`config.mk`:
```
export PLATFORM = sky130hd
export DESIGN_NAME = irq_flag_wake_top
export DESIGN_NICKNAME = d
export VERILOG_FILES = /design/src/pkg/irq_wake_pkg.sv /design/src/pkg/wake_link_if.sv /design/src/rtl/wake_unit.sv /design/src/rtl/irq_forward.sv /design/src/rtl/irq_flag_wake_top.sv
export SDC_FILE = /design/constraint.sdc
export NUM_CORES = 1
export LEC_CHECK = 0
export ABC_CLOCK_PERIOD_IN_PS = 1650
export BUFFER_PORTS_ARGS = -buffer_cell sky130_fd_sc_hd__buf_2
export CORE_ASPECT_RATIO = 0.7
export CORE_MARGIN = 4
export CORE_UTILIZATION = 43
export DETAILED_ROUTE_END_ITERATION = 8
export PLACE_DENSITY = 0.83
export SLEW_MARGIN = 20
export SYNTH_ARGS = -nofsm -noshare
export SYNTH_HDL_FRONTEND = slang
export SYNTH_HIERARCHICAL = 1
export SYNTH_SLANG_ARGS = --single-unit
export TNS_END_PERCENT = 100
```
`constraint.sdc`:
```
create_clock -name clk_in -period 1.65 [get_ports clk_in]
set_input_delay 0.0825 -clock clk_in [delete_from_list [all_inputs] [get_ports clk_in]]
set_output_delay 0.0825 -clock clk_in [all_outputs]
set_load 0.03 [all_outputs]
```
`src/pkg/irq_wake_pkg.sv`:
```
// How it works
// - Flag register two holds only the timer gate event flag at bit 5.
// - An implemented flag reads one after its request occurred or a write of one, else zero.
// - Flag register three bit 2 is the second serial port collision flag.
// - Flag register three bit 1 is the second serial port event flag.
// - Without the second serial port both its flags read zero.
// - Bits 15 to 3 of flag three and priority five, and bit 0 of flag three, read zero.
// - Priority bits 2..0 set external interrupt one level; zero disables it.
// - Enable and sink bits both set connect the discharge sink.
// - With the wake enable bit set, wake pin below input low threshold in sleep resumes execution.
// - A wake by the low power source sets flag five bit 0.
package irq_wake_pkg;

   localparam int ADDR_W = 8;
   localparam int DATA_W = 32;
   localparam int REG_W  = 16;
   localparam int PRIO_W = 3;
   localparam int EVT_W  = 5;

   // Word indices on the register bus (byte address is index times four)
   localparam logic [5:0] IDX_FLAGS_TWO   = 6'h00;
   localparam logic [5:0] IDX_FLAGS_THREE = 6'h01;
   localparam logic [5:0] IDX_FLAGS_FIVE  = 6'h02;
   localparam logic [5:0] IDX_PRIO_FIVE   = 6'h03;
   localparam logic [5:0] IDX_WAKE_CTRL   = 6'h04;
   localparam logic [5:0] IDX_EXT_FLAGS   = 6'h05;
   localparam logic [5:0] IDX_EVT_STATUS  = 6'h06;
   localparam logic [5:0] IDX_EVT_MASK    = 6'h07;
   localparam logic [5:0] IDX_UNIT_STATE  = 6'h08;

   // Field positions
   localparam int TIMER_GATE_BIT  = 5;
   localparam int COLLISION_BIT   = 2;
   localparam int SERIAL_EVT_BIT  = 1;
   localparam int WAKE_FLAG_BIT   = 0;
   localparam int EXT_ONE_BIT     = 0;
   localparam int WAKE_ENABLE_BIT = 0;
   localparam int SINK_ENABLE_BIT = 1;
   localparam int ST_ASLEEP_BIT   = 0;
   localparam int ST_SINK_BIT     = 1;
   localparam int ST_PIN_LOW_BIT  = 2;

   // Event order in status and mask registers
   localparam int EVT_TIMER_GATE = 0;
   localparam int EVT_COLLISION  = 1;
   localparam int EVT_SERIAL     = 2;
   localparam int EVT_WAKE       = 3;
   localparam int EVT_EXT_ONE    = 4;

   // Values after reset
   localparam logic [PRIO_W-1:0] PRIO_RESET = 3'h4;
   localparam logic [EVT_W-1:0]  EVT_RESET  = 5'h00;

   localparam logic [1:0] RESP_OKAY   = 2'h0;
   localparam logic [1:0] RESP_SLVERR = 2'h2;

endpackage

```
`src/pkg/wake_link_if.sv`:
```
`timescale 1ns/1ps
interface wake_link_if;
   logic wake_enable;
   logic sink_enable;
   logic sleep_enter;
   logic pin_low;
   logic wake_pulse;
   logic asleep;
   logic sink_on;

   modport ctrl (
      output wake_enable,
      output sink_enable,
      output sleep_enter,
      output pin_low,
      input  wake_pulse,
      input  asleep,
      input  sink_on
   );

   modport unit (
      input  wake_enable,
      input  sink_enable,
      input  sleep_enter,
      input  pin_low,
      output wake_pulse,
      output asleep,
      output sink_on
   );
endinterface

```
`src/rtl/wake_unit.sv`:
```
`timescale 1ns/1ps
module wake_unit (
   input  wire logic    clk_in,
   input  wire logic    rstn_in,
   wake_link_if.unit    link
);
   typedef enum logic {AWAKE, ASLEEP} sleep_state_type;

   sleep_state_type state_q;
   logic            wake_q;
   logic            sink_q;

   assign link.asleep     = (state_q == ASLEEP);
   assign link.wake_pulse = wake_q;
   assign link.sink_on    = sink_q;

   always_ff @(posedge clk_in or negedge rstn_in) begin
      if (!rstn_in) begin
         sink_q <= 1'b0;
      end else begin
         sink_q <= link.wake_enable & link.sink_enable;
      end
   end

   // Pin level is only judged while asleep; awake, software owns the pin
   always_ff @(posedge clk_in or negedge rstn_in) begin
      if (!rstn_in) begin
         state_q <= AWAKE;
         wake_q  <= 1'b0;
      end else begin
         wake_q <= 1'b0;
         case (state_q)
            AWAKE: begin
               if (link.sleep_enter) begin
                  state_q <= ASLEEP;
               end
            end
            ASLEEP: begin
               if (link.wake_enable && link.pin_low) begin
                  state_q <= AWAKE;
                  wake_q  <= 1'b1;
               end
            end
            default: state_q <= AWAKE;
         endcase
      end
   end
endmodule

```
`src/rtl/irq_forward.sv`:
```
`timescale 1ns/1ps
module irq_forward (
   input  wire logic                        clk_in,
   input  wire logic                        rstn_in,
   input  wire logic                        pending_in,
   input  wire logic [irq_wake_pkg::PRIO_W-1:0] prio_in,
   output logic                             req_out,
   output logic [irq_wake_pkg::PRIO_W-1:0]  level_out
);
   always_ff @(posedge clk_in or negedge rstn_in) begin
      if (!rstn_in) begin
         req_out   <= 1'b0;
         level_out <= '0;
      end else begin
         req_out   <= pending_in && (prio_in != '0);
         level_out <= prio_in;
      end
   end
endmodule

```
`src/rtl/irq_flag_wake_top.sv`:
```
// Added by the designer: the AXI4-Lite slave port and the address map.
`timescale 1ns/1ps
module irq_flag_wake_top #(
   parameter logic HAS_SERIAL2 = 1'b1
) (
   input  wire logic                              clk_in,
   input  wire logic                              rstn_in,
   input  wire logic [irq_wake_pkg::ADDR_W-1:0]   s_axi_awaddr_in,
   input  wire logic [2:0]                        s_axi_awprot_in,
   input  wire logic                              s_axi_awvalid_in,
   output logic                                   s_axi_awready_out,
   input  wire logic [irq_wake_pkg::DATA_W-1:0]   s_axi_wdata_in,
   input  wire logic [3:0]                        s_axi_wstrb_in,
   input  wire logic                              s_axi_wvalid_in,
   output logic                                   s_axi_wready_out,
   output logic [1:0]                             s_axi_bresp_out,
   output logic                                   s_axi_bvalid_out,
   input  wire logic                              s_axi_bready_in,
   input  wire logic [irq_wake_pkg::ADDR_W-1:0]   s_axi_araddr_in,
   input  wire logic [2:0]                        s_axi_arprot_in,
   input  wire logic                              s_axi_arvalid_in,
   output logic                                   s_axi_arready_out,
   output logic [irq_wake_pkg::DATA_W-1:0]        s_axi_rdata_out,
   output logic [1:0]                             s_axi_rresp_out,
   output logic                                   s_axi_rvalid_out,
   input  wire logic                              s_axi_rready_in,
   input  wire logic                              timer_gate_event_in,
   input  wire logic                              serial2_collision_in,
   input  wire logic                              serial2_event_in,
   input  wire logic                              ext_irq_one_in,
   input  wire logic                              sleep_enter_in,
   input  wire logic                              wake_pin_low_in,
   output logic                                   sink_on_out,
   output logic                                   asleep_out,
   output logic                                   wake_resume_out,
   output logic                                   ext_one_req_out,
   output logic [irq_wake_pkg::PRIO_W-1:0]        ext_one_level_out,
   output logic                                   irq_out
);

   ////////////////////////////////////////////////////////////////////////////////////
   // Helpers

   // Byte-lane merge of a 16-bit register; lanes 2 and 3 have no storage
   function automatic logic [irq_wake_pkg::REG_W-1:0] merge16(
      input logic [irq_wake_pkg::REG_W-1:0]  old_val,
      input logic [irq_wake_pkg::DATA_W-1:0] data,
      input logic [3:0]                      strb
   );
      logic [irq_wake_pkg::REG_W-1:0] res;
      res       = old_val;
      if (strb[0]) begin
         res[7:0] = data[7:0];
      end
      if (strb[1]) begin
         res[15:8] = data[15:8];
      end
      return res;
   endfunction

   function automatic logic is_mapped(input logic [5:0] idx);
      return idx <= irq_wake_pkg::IDX_UNIT_STATE;
   endfunction

   ////////////////////////////////////////////////////////////////////////////////////
   // Declarations

   logic                                aw_held_q;
   logic [5:0]                          aw_idx_q;
   logic                                w_held_q;
   logic [irq_wake_pkg::DATA_W-1:0]     w_data_q;
   logic [3:0]                          w_strb_q;
   logic                                awready_q;
   logic                                wready_q;
   logic                                bvalid_q;
   logic [1:0]                          bresp_q;
   logic                                arready_q;
   logic                                rvalid_q;
   logic [1:0]                          rresp_q;
   logic [irq_wake_pkg::DATA_W-1:0]     rdata_q;
   logic                                do_write;
   logic [irq_wake_pkg::REG_W-1:0]      wmerge;

   logic                                timer_gate_event_flag_q;
   logic                                serial2_collision_flag_q;
   logic                                serial2_event_flag_q;
   logic                                wake_source_flag_q;
   logic                                ext_one_flag_q;
   logic [irq_wake_pkg::PRIO_W-1:0]     ext_irq_one_priority_q;
   logic                                wake_source_enable_q;
   logic                                discharge_sink_enable_q;
   logic [irq_wake_pkg::EVT_W-1:0]      evt_status_q;
   logic [irq_wake_pkg::EVT_W-1:0]      evt_mask_q;
   logic [irq_wake_pkg::EVT_W-1:0]      evt_now;
   logic                                collision_evt;
   logic                                serial_evt;
   logic [irq_wake_pkg::REG_W-1:0]      rd_word;
   logic [5:0]                          rd_idx;

   wake_link_if link ();

   ////////////////////////////////////////////////////////////////////////////////////
   // Register bus: write path

   assign do_write = aw_held_q && w_held_q && !bvalid_q;
   assign wmerge   = merge16('0, w_data_q, w_strb_q);

   always_ff @(posedge clk_in or negedge rstn_in) begin
      if (!rstn_in) begin
         aw_held_q <= 1'b0;
         aw_idx_q  <= '0;
         awready_q <= 1'b1;
      end else if (s_axi_awvalid_in && awready_q) begin
         aw_held_q <= 1'b1;
         aw_idx_q  <= s_axi_awaddr_in[7:2];
         awready_q <= 1'b0;
      end else if (do_write) begin
         aw_held_q <= 1'b0;
      end else if (bvalid_q && s_axi_bready_in) begin
         awready_q <= 1'b1;
      end
   end

   always_ff @(posedge clk_in or negedge rstn_in) begin
      if (!rstn_in) begin
         w_held_q <= 1'b0;
         w_data_q <= '0;
         w_strb_q <= '0;
         wready_q <= 1'b1;
      end else if (s_axi_wvalid_in && wready_q) begin
         w_held_q <= 1'b1;
         w_data_q <= s_axi_wdata_in;
         w_strb_q <= s_axi_wstrb_in;
         wready_q <= 1'b0;
      end else if (do_write) begin
         w_held_q <= 1'b0;
      end else if (bvalid_q && s_axi_bready_in) begin
         wready_q <= 1'b1;
      end
   end

   always_ff @(posedge clk_in or negedge rstn_in) begin
      if (!rstn_in) begin
         bvalid_q <= 1'b0;
         bresp_q  <= irq_wake_pkg::RESP_OKAY;
      end else if (do_write) begin
         bvalid_q <= 1'b1;
         bresp_q  <= is_mapped(aw_idx_q) ? irq_wake_pkg::RESP_OKAY
                                         : irq_wake_pkg::RESP_SLVERR;
      end else if (s_axi_bready_in) begin
         bvalid_q <= 1'b0;
      end
   end

   ////////////////////////////////////////////////////////////////////////////////////
   // Flags: the event wins over a clearing write in the same cycle

   function automatic logic flag_next(
      input logic cur,
      input logic evt,
      input logic wr,
      input logic wbit
   );
      return evt | (wr ? wbit : cur);
   endfunction

   // A missing serial port never raises its events
   assign collision_evt = HAS_SERIAL2 & serial2_collision_in;
   assign serial_evt    = HAS_SERIAL2 & serial2_event_in;

   always_ff @(posedge clk_in or negedge rstn_in) begin
      if (!rstn_in) begin
         timer_gate_event_flag_q <= 1'b0;
      end else begin
         timer_gate_event_flag_q <= flag_next(timer_gate_event_flag_q,
            timer_gate_event_in,
            do_write && (aw_idx_q == irq_wake_pkg::IDX_FLAGS_TWO) && w_strb_q[0],
            wmerge[irq_wake_pkg::TIMER_GATE_BIT]);
      end
   end

   always_ff @(posedge clk_in or negedge rstn_in) begin
      if (!rstn_in) begin
         serial2_collision_flag_q <= 1'b0;
         serial2_event_flag_q     <= 1'b0;
      end else if (HAS_SERIAL2) begin
         serial2_collision_flag_q <= flag_next(serial2_collision_flag_q,
            collision_evt,
            do_write && (aw_idx_q == irq_wake_pkg::IDX_FLAGS_THREE) && w_strb_q[0],
            wmerge[irq_wake_pkg::COLLISION_BIT]);
         serial2_event_flag_q <= flag_next(serial2_event_flag_q,
            serial_evt,
            do_write && (aw_idx_q == irq_wake_pkg::IDX_FLAGS_THREE) && w_strb_q[0],
            wmerge[irq_wake_pkg::SERIAL_EVT_BIT]);
      end else begin
         serial2_collision_flag_q <= 1'b0;
         serial2_event_flag_q     <= 1'b0;
      end
   end

   always_ff @(posedge clk_in or negedge rstn_in) begin
      if (!rstn_in) begin
         wake_source_flag_q <= 1'b0;
      end else begin
         wake_source_flag_q <= flag_next(wake_source_flag_q,
            link.wake_pulse,
            do_write && (aw_idx_q == irq_wake_pkg::IDX_FLAGS_FIVE) && w_strb_q[0],
            wmerge[irq_wake_pkg::WAKE_FLAG_BIT]);
      end
   end

   always_ff @(posedge clk_in or negedge rstn_in) begin
      if (!rstn_in) begin
         ext_one_flag_q <= 1'b0;
      end else begin
         ext_one_flag_q <= flag_next(ext_one_flag_q,
            ext_irq_one_in,
            do_write && (aw_idx_q == irq_wake_pkg::IDX_EXT_FLAGS) && w_strb_q[0],
            wmerge[irq_wake_pkg::EXT_ONE_BIT]);
      end
   end

   ////////////////////////////////////////////////////////////////////////////////////
   // Priority and wake control

   always_ff @(posedge clk_in or negedge rstn_in) begin
      if (!rstn_in) begin
         ext_irq_one_priority_q <= irq_wake_pkg::PRIO_RESET;
      end else if (do_write && (aw_idx_q == irq_wake_pkg::IDX_PRIO_FIVE) && w_strb_q[0]) begin
         ext_irq_one_priority_q <= wmerge[irq_wake_pkg::PRIO_W-1:0];
      end
   end

   always_ff @(posedge clk_in or negedge rstn_in) begin
      if (!rstn_in) begin
         wake_source_enable_q    <= 1'b0;
         discharge_sink_enable_q <= 1'b0;
      end else if (do_write && (aw_idx_q == irq_wake_pkg::IDX_WAKE_CTRL) && w_strb_q[0]) begin
         wake_source_enable_q    <= wmerge[irq_wake_pkg::WAKE_ENABLE_BIT];
         discharge_sink_enable_q <= wmerge[irq_wake_pkg::SINK_ENABLE_BIT];
      end
   end

   ////////////////////////////////////////////////////////////////////////////////////
   // Interrupt status (write one to clear), mask and output

   always_comb begin
      evt_now                              = '0;
      evt_now[irq_wake_pkg::EVT_TIMER_GATE] = timer_gate_event_in;
      evt_now[irq_wake_pkg::EVT_COLLISION]  = collision_evt;
      evt_now[irq_wake_pkg::EVT_SERIAL]     = serial_evt;
      evt_now[irq_wake_pkg::EVT_WAKE]       = link.wake_pulse;
      evt_now[irq_wake_pkg::EVT_EXT_ONE]    = ext_irq_one_in;
   end

   always_ff @(posedge clk_in or negedge rstn_in) begin
      if (!rstn_in) begin
         evt_status_q <= irq_wake_pkg::EVT_RESET;
      end else if (do_write && (aw_idx_q == irq_wake_pkg::IDX_EVT_STATUS) && w_strb_q[0]) begin
         evt_status_q <= (evt_status_q & ~wmerge[irq_wake_pkg::EVT_W-1:0]) | evt_now;
      end else begin
         evt_status_q <= evt_status_q | evt_now;
      end
   end

   always_ff @(posedge clk_in or negedge rstn_in) begin
      if (!rstn_in) begin
         evt_mask_q <= irq_wake_pkg::EVT_RESET;
      end else if (do_write && (aw_idx_q == irq_wake_pkg::IDX_EVT_MASK) && w_strb_q[0]) begin
         evt_mask_q <= wmerge[irq_wake_pkg::EVT_W-1:0];
      end
   end

   // Registered, so the line follows the status by one cycle
   always_ff @(posedge clk_in or negedge rstn_in) begin
      if (!rstn_in) begin
         irq_out <= 1'b0;
      end else begin
         irq_out <= |(evt_status_q & evt_mask_q);
      end
   end

   ////////////////////////////////////////////////////////////////////////////////////
   // Register bus: read path

   assign rd_idx = s_axi_araddr_in[7:2];

   always_comb begin
      rd_word = '0;
      case (rd_idx)
         irq_wake_pkg::IDX_FLAGS_TWO: begin
            rd_word[irq_wake_pkg::TIMER_GATE_BIT] = timer_gate_event_flag_q;
         end
         irq_wake_pkg::IDX_FLAGS_THREE: begin
            rd_word[irq_wake_pkg::COLLISION_BIT]  = serial2_collision_flag_q;
            rd_word[irq_wake_pkg::SERIAL_EVT_BIT] = serial2_event_flag_q;
         end
         irq_wake_pkg::IDX_FLAGS_FIVE: begin
            rd_word[irq_wake_pkg::WAKE_FLAG_BIT] = wake_source_flag_q;
         end
         irq_wake_pkg::IDX_PRIO_FIVE: begin
            rd_word[irq_wake_pkg::PRIO_W-1:0] = ext_irq_one_priority_q;
         end
         irq_wake_pkg::IDX_WAKE_CTRL: begin
            rd_word[irq_wake_pkg::WAKE_ENABLE_BIT] = wake_source_enable_q;
            rd_word[irq_wake_pkg::SINK_ENABLE_BIT] = discharge_sink_enable_q;
         end
         irq_wake_pkg::IDX_EXT_FLAGS: begin
            rd_word[irq_wake_pkg::EXT_ONE_BIT] = ext_one_flag_q;
         end
         irq_wake_pkg::IDX_EVT_STATUS: begin
            rd_word[irq_wake_pkg::EVT_W-1:0] = evt_status_q;
         end
         irq_wake_pkg::IDX_EVT_MASK: begin
            rd_word[irq_wake_pkg::EVT_W-1:0] = evt_mask_q;
         end
         irq_wake_pkg::IDX_UNIT_STATE: begin
            rd_word[irq_wake_pkg::ST_ASLEEP_BIT]  = link.asleep;
            rd_word[irq_wake_pkg::ST_SINK_BIT]    = link.sink_on;
            rd_word[irq_wake_pkg::ST_PIN_LOW_BIT] = wake_pin_low_in;
         end
         default: rd_word = '0;
      endcase
   end

   always_ff @(posedge clk_in or negedge rstn_in) begin
      if (!rstn_in) begin
         arready_q <= 1'b1;
         rvalid_q  <= 1'b0;
         rdata_q   <= '0;
         rresp_q   <= irq_wake_pkg::RESP_OKAY;
      end else if (s_axi_arvalid_in && arready_q) begin
         arready_q <= 1'b0;
         rvalid_q  <= 1'b1;
         rdata_q   <= {16'h0000, rd_word};
         rresp_q   <= is_mapped(rd_idx) ? irq_wake_pkg::RESP_OKAY
                                        : irq_wake_pkg::RESP_SLVERR;
      end else if (rvalid_q && s_axi_rready_in) begin
         rvalid_q  <= 1'b0;
         arready_q <= 1'b1;
      end
   end

   assign s_axi_awready_out = awready_q;
   assign s_axi_wready_out  = wready_q;
   assign s_axi_bvalid_out  = bvalid_q;
   assign s_axi_bresp_out   = bresp_q;
   assign s_axi_arready_out = arready_q;
   assign s_axi_rvalid_out  = rvalid_q;
   assign s_axi_rdata_out   = rdata_q;
   assign s_axi_rresp_out   = rresp_q;

   ////////////////////////////////////////////////////////////////////////////////////
   // Wake unit and request forwarding

   // Pin charging is left to software through the port logic
   assign link.wake_enable = wake_source_enable_q;
   assign link.sink_enable = discharge_sink_enable_q;
   assign link.sleep_enter = sleep_enter_in;
   assign link.pin_low     = wake_pin_low_in;

   wake_unit u_wake (
      .clk_in  (clk_in),
      .rstn_in (rstn_in),
      .link    (link.unit)
   );

   assign sink_on_out     = link.sink_on;
   assign asleep_out      = link.asleep;
   assign wake_resume_out = link.wake_pulse;

   irq_forward u_forward (
      .clk_in     (clk_in),
      .rstn_in    (rstn_in),
      .pending_in (ext_one_flag_q),
      .prio_in    (ext_irq_one_priority_q),
      .req_out    (ext_one_req_out),
      .level_out  (ext_one_level_out)
   );

endmodule

```
== After elaboration in Yosys (flattened, before gate mapping) ==
Index checks and enable logic that the tools add are counted.

* $lt $le $gt $ge: 2
* Equal/unequal tests: 17
* Mux-type cells: 32
* Bitwise gates (word level): 12
* Reduce and logical (&&, ||, !) cells: 38

{| class="wikitable"
|+ Operators with widths
! cell !! count
|-
| $eq A6 B3 Y1 const B || 8
|-
| $logic_and A1 B1 Y1 || 25
|-
| $eq A6 B2 Y1 const B || 4
|-
| $mux W1 || 23
|-
| $eq A6 B1 Y1 const B || 2
|-
| $le A6 B4 Y1 const B || 2
|-
| $logic_not A6 Y1 || 2
|-
| $reduce_bool A2 Y1 || 6
|-
| $and A5 B5 Y5 || 2
|-
| $or A5 B5 Y5 || 2
|-
| $pmux W1 S7 || 1
|-
| $eq A6 B4 Y1 const B || 1
|-
| $mux W6 || 1
|-
| $pmux W1 S6 || 1
|-
| $mux W5 || 1
|-
| $not A5 Y5 || 1
|-
| $or A1 B1 Y1 || 5
|-
| $pmux W1 S5 || 1
|-
| $reduce_or A5 Y1 || 1
|-
| $mux W2 || 2
|-
| $ne A2 B1 Y1 const B || 2
|-
| $pmux W2 S2 || 1
|-
| $reduce_and A2 Y1 || 2
|-
| $reduce_bool A3 Y1 || 1
|-
| 4 further kinds || 4
|}

* Flip-flop bits (word level): 58

== Longest topological paths before layout ==
* Depth after elaboration: 6
* Gate-level depth with buffers: 5
* Gate-level depth less buffers: 4

== By module ==
The synthesis kept the hierarchy.

{| class="wikitable"
|+ By module, submodules not included
! module !! instances !! cells an instance !! area each (µm²)
|-
| irq_flag_wake_top || 1 || 221 || 2511.2
|-
| irq_forward || 1 || 5 || 108.9
|-
| wake_unit || 1 || 7 || 103.8
|}

== Worst setup path after synthesis ==
Ideal clock, no wire load.

* Path type: flip-flop to flip-flop
* From: reg bvalid_q (netlist: s_axi_bvalid_out)
* To: reg evt_mask_q[0] in the netlist's numbering
* Arrival time: 1585 ps
* Required time: 1525 ps
* Path slack: -60 ps
* Cell stages (with the launch flop): 5
* Path buffers: 0
* Cells stage by stage: dfrtp_1 > nand3b_4 > nor4_4 > nand3_1 > mux2_2

* Word-level cells in the longest chain between the ends: 4

{| class="wikitable"
|+ Ends and longest elaborated chain
! element !! RTL line !! text
|-
| from (decl) || irq_flag_wake_top.sv:75 || <nowiki>logic bvalid_q;</nowiki>
|-
| from (signal assigned) || irq_flag_wake_top.sv:144 || <nowiki>bvalid_q <= 1'b0;</nowiki>
|-
| from (signal assigned) || irq_flag_wake_top.sv:147 || <nowiki>bvalid_q <= 1'b1;</nowiki>
|-
| from (signal assigned) || irq_flag_wake_top.sv:151 || <nowiki>bvalid_q <= 1'b0;</nowiki>
|-
| $logic_not A1 Y1 || irq_flag_wake_top.sv:105 || <nowiki>assign do_write = aw_held_q && w_held_q && !bvalid_q;</nowiki>
|-
| $logic_and A1 B1 Y1 || irq_flag_wake_top.sv:105 ||
|-
| $logic_and A1 B1 Y1 (2 in series) || irq_flag_wake_top.sv:269 || <nowiki>end else if (do_write && (aw_idx_q == irq_wake_pkg::IDX_EVT_MASK) && w_strb_q[0]) begin</nowiki>
|-
| to (signal assigned) || irq_flag_wake_top.sv:268 || <nowiki>evt_mask_q <= irq_wake_pkg::EVT_RESET;</nowiki>
|-
| to (signal assigned) || irq_flag_wake_top.sv:270 || <nowiki>evt_mask_q <= wmerge[irq_wake_pkg::EVT_W-1:0];</nowiki>
|-
| to (decl) || irq_flag_wake_top.sv:93 || <nowiki>logic [irq_wake_pkg::EVT_W-1:0] evt_mask_q;</nowiki>
|}

Every way passes these cells.
A chain may end at the register's enable or synchronous reset.

== Worst setup path after layout ==
Ends and elaborated chain as after synthesis.

==> flow_summary.ini <==
[detailed_routing]
dr.pass1.iters = 4
routed_wl_um = 5842
routedWlPerCell_um = 15.06
detail-route-antenna-nets = 0
via_count = 1950
route.detailed.drc = 0
viasPerCell = 5.026
drtIter0Drc = 51

[status]
outcome = finished clean

[yosys]
async_reset_ff_share_pct = 100.0
synth-seq-cells = 56
synth-edff-count = 0
synth_cell_types = 46
seq_area_frac_synth_pct = 51.63
postSynthAreaPerCell_sq_um = 11.69
syn_inst = 233
synth.cell_area_sq_mm = 0.002724
synthFlopType = dfrtp_1
ys.warnings.count = 6

[placement]
placed_cells = 363
place_congestion = 0.7867
place.port_buffers = 52
dp_hpwl_um = 4436

[sta]
fin_skew_ns = 0.005828
hold_violations = 0
max_freq_ghz = 0.6142
finalSetupViolations = 0
period_needed_ns = 1.628
period_share_pct = 98.68
rsz0062_at_grt = yes
drv_slew = 0

[run]
maxCapViolCount = 0

[die]
die-area_sq_mm = 0.007692
core_area_sq_mm = 0.005928
start_util_pct = 45.95
fp.dieW_um = 103.1
rows = 23
die_h_um = 74.59
io_pins = 120

[power]
leakagePower_uw = 0.001591
powerDensity_mw_per_mm2 = 1159
seq_power_share_pct = 50.1
switching_share_pct = 34.62
vdd_drop_max_mv = 0.8586
intPower_uw = 2512
power_switching_uw = 1330
clockPowerShare_pct = 19.7
finalPower_uw = 3842
combPwrFrac_pct = 30.2

[layout]
final_layout_size_suffix_gt1_share_pct = 35.78
mostFrequentLayoutCell = buf_2
antenna_cells = 0
ff_latch_area_sq_mm = 0.001408
fin_util_pct = 55.89
nFillCells = 495
multi_input_area_sq_mm = 0.001189
nets = 383
area_growth_syn_to_layout_pct = 21.64
mostFrequentLayoutCells = 52 x buf_2, 51 x dfrtp_1, 28 x conb_1
fin_cells = 388

[global_route]
grt_pass1_vias = 1912
top_usage_layer = met1
met3_usage_pct = 4.124
grt_use_met1_pct = 23.39
grt_util_met2_pct = 22.67
grt_pass1_wl_um = 9287
antenna_found_initial = 0
grt.total_usage_pct = 15.64
grt_max_degree = 39
grt_overflow = 0

[cts]
cts-buffers-inserted = 5
clk_latency_ns = 0.30
cts_root_buffer = clkbuf_8
clock_path_buffers = 2
clock_sinks = 56
htree_levels = 2
path_clk_slew_ns = 0.09
cts_tree = done

[worst_setup_path]
worstPathRequired_ns = 1.84
crit_slowest_cell = dfrtp_2
crit_arrival_ns = 1.82
crit_chain = nand3b_4 -> nor4_4 -> buf_4 -> nand3_4 -> mux2_2
critPathCaptureType = register
max_stage_delay_ns = 0.41
path_buf_inv = 1
crit_fanout = 5
crit_path_start_kind = register
crit_type = register to register
cp_top_family = simple AND/OR/NAND/NOR gates

[hold_path]
hp-class = input port to register
## registers in the layout (all words and copies together) (netlist names), 3 cells and up
name,count
aw_idx_q,6
s_axi_rdata_out,6
w_data_q,6
evt_mask_q,5
evt_status_q,5
ext_irq_one_priority_q,3
u_forward/level_out,3
## cells in the mapped netlist (2+ instances only)
master | number | area [sq um]
a21oi_1 | 3 | 15.01
a22o_1 | 2 | 17.52
nor4_2 | 2 | 25.02
dfrtp_1 | 52 | 1301
a211o_1 | 2 | 17.52
nand2b_1 | 5 | 31.28
dfstp_2 | 4 | 105.1
a22oi_1 | 2 | 15.01
mux2_2 | 26 | 292.8
nand2_1 | 20 | 75.07
a21boi_0 | 3 | 22.52
nand3b_1 | 9 | 67.56
buf_4 | 28 | 210.2
nor3_1 | 2 | 10.01
and2_1 | 3 | 18.77
clkbuf_1 | 5 | 18.77
mux2i_1 | 8 | 80.08
nor2b_1 | 5 | 31.28
inv_1 | 5 | 18.77
nor2_1 | 5 | 18.77
o21ai_0 | 8 | 40.04
a311o_1 | 3 | 30.03
a21o_1 | 6 | 45.04
nand3_1 | 3 | 15.01
## power by group through the flow
| stage | clock [uW] | sequential (uW) | combinational (uW) |
|---|---|---|---|
| global route | 836 | 1970 | 1280 |
| floorplan | 0 | 2010 | 712 |
| finish | 758 | 1920 | 1160 |
| CTS | 787 | 1920 | 1130 |
| global placement | 0 | 1930 | 1070 |
| detailed placement | 0 | 1950 | 1100 |
## per-stage QoR
step	setup TNS [ns]	hold slack, ns	setup slack [ns]	cell area, sq um
5_1_grt	-0.5613	-0.003915	-0.07207	3313
2_1_floorplan	0	-0.2131	0.03304	2831
3_5_place_dp	0	0.05386	0.007755	3040
3_3_place_gp	0	0.04781	0.05616	3040
6_report	0	0.006301	0.02185	3313
4_1_cts	0	0.0003981	0.0004623	3258
## worst paths after layout
kind | startpoint | endpoint | slack (ns) | cells after the start
setup / recovery | s_axi_bvalid_out$_DFFE_PN0P_ | evt_mask_q[0]$_DFFE_PN0P_ | 0.02 | 5
hold / removal | s_axi_awaddr_in[5] | aw_idx_q[3]$_DFFE_PN0P_ | 0.006 | 2
setup reg to reg | s_axi_bvalid_out$_DFFE_PN0P_ | evt_mask_q[0]$_DFFE_PN0P_ | 0.02 | 5
hold reg to reg | ext_irq_one_priority_q[2]$_DFFE_PN1P_ | u_forward/level_out[2]$_DFF_PN0_ | 0.44 | 0
max in group asynchronous | rstn_in | s_axi_arready_out$_DFFE_PN1P_ | 0.77 | 3
min in group asynchronous | rstn_in | u_forward/level_out[2]$_DFF_PN0_ | 0.25 | 2
## worst reg2reg max path, delay by kind of cell, from the launching register on
| kind | cells | cell delay, ns |
|---|---|---|
| buffers and inverters | 1 | 0.17 |
| DFF | 1 | 0.41 |
| muxes | 1 | 0.29 |
| and+or+nand+nor | 3 | 0.63 |
## timing repair
item | in CTS | in global routing
endpoints found under the hold margin | 30 | 2
pin swaps | 2 | 2
buffers inserted | 1 | 2
hold buffers | 12 | 2
setup endpoints to repair | 1 | 14
gates resized for setup | 0 | 3
## metal layers
| layer | vias up | wire (um) | share of wire (%) |
|---|---|---|---|
| li1 | 930 | - | - |
| met1 | 940 | 2751 | 47 |
| met2 | 75 | 2572 | 44 |
| met3 | 5 | 485 | 8.3 |
| met4 | 0 | 32 | 0.55 |
| met5 | - | 0 | 0 |
## cell type report
class | count | share of cell area, %
multi-input combinational | 165 | 35.88
inverter | 5 | 0.5665
clock buffer | 8 | 2.719
tap | 75 | 2.832
sequential | 56 | 42.48
timing repair buffer | 79 | 15.52
## logic make-up (layout without fill, tap and decap cells)
group	Yosys count	in the layout	share of synthesized area, %
compound gates	38	38	10.29
simple gates	65	65	15.02
buf+inv	39	92	9.233
mux	34	34	13.69
other cells	1	28	0.1377
flops	56	56	51.63
No activity file was read; power rests on OpenSTA's default activity.
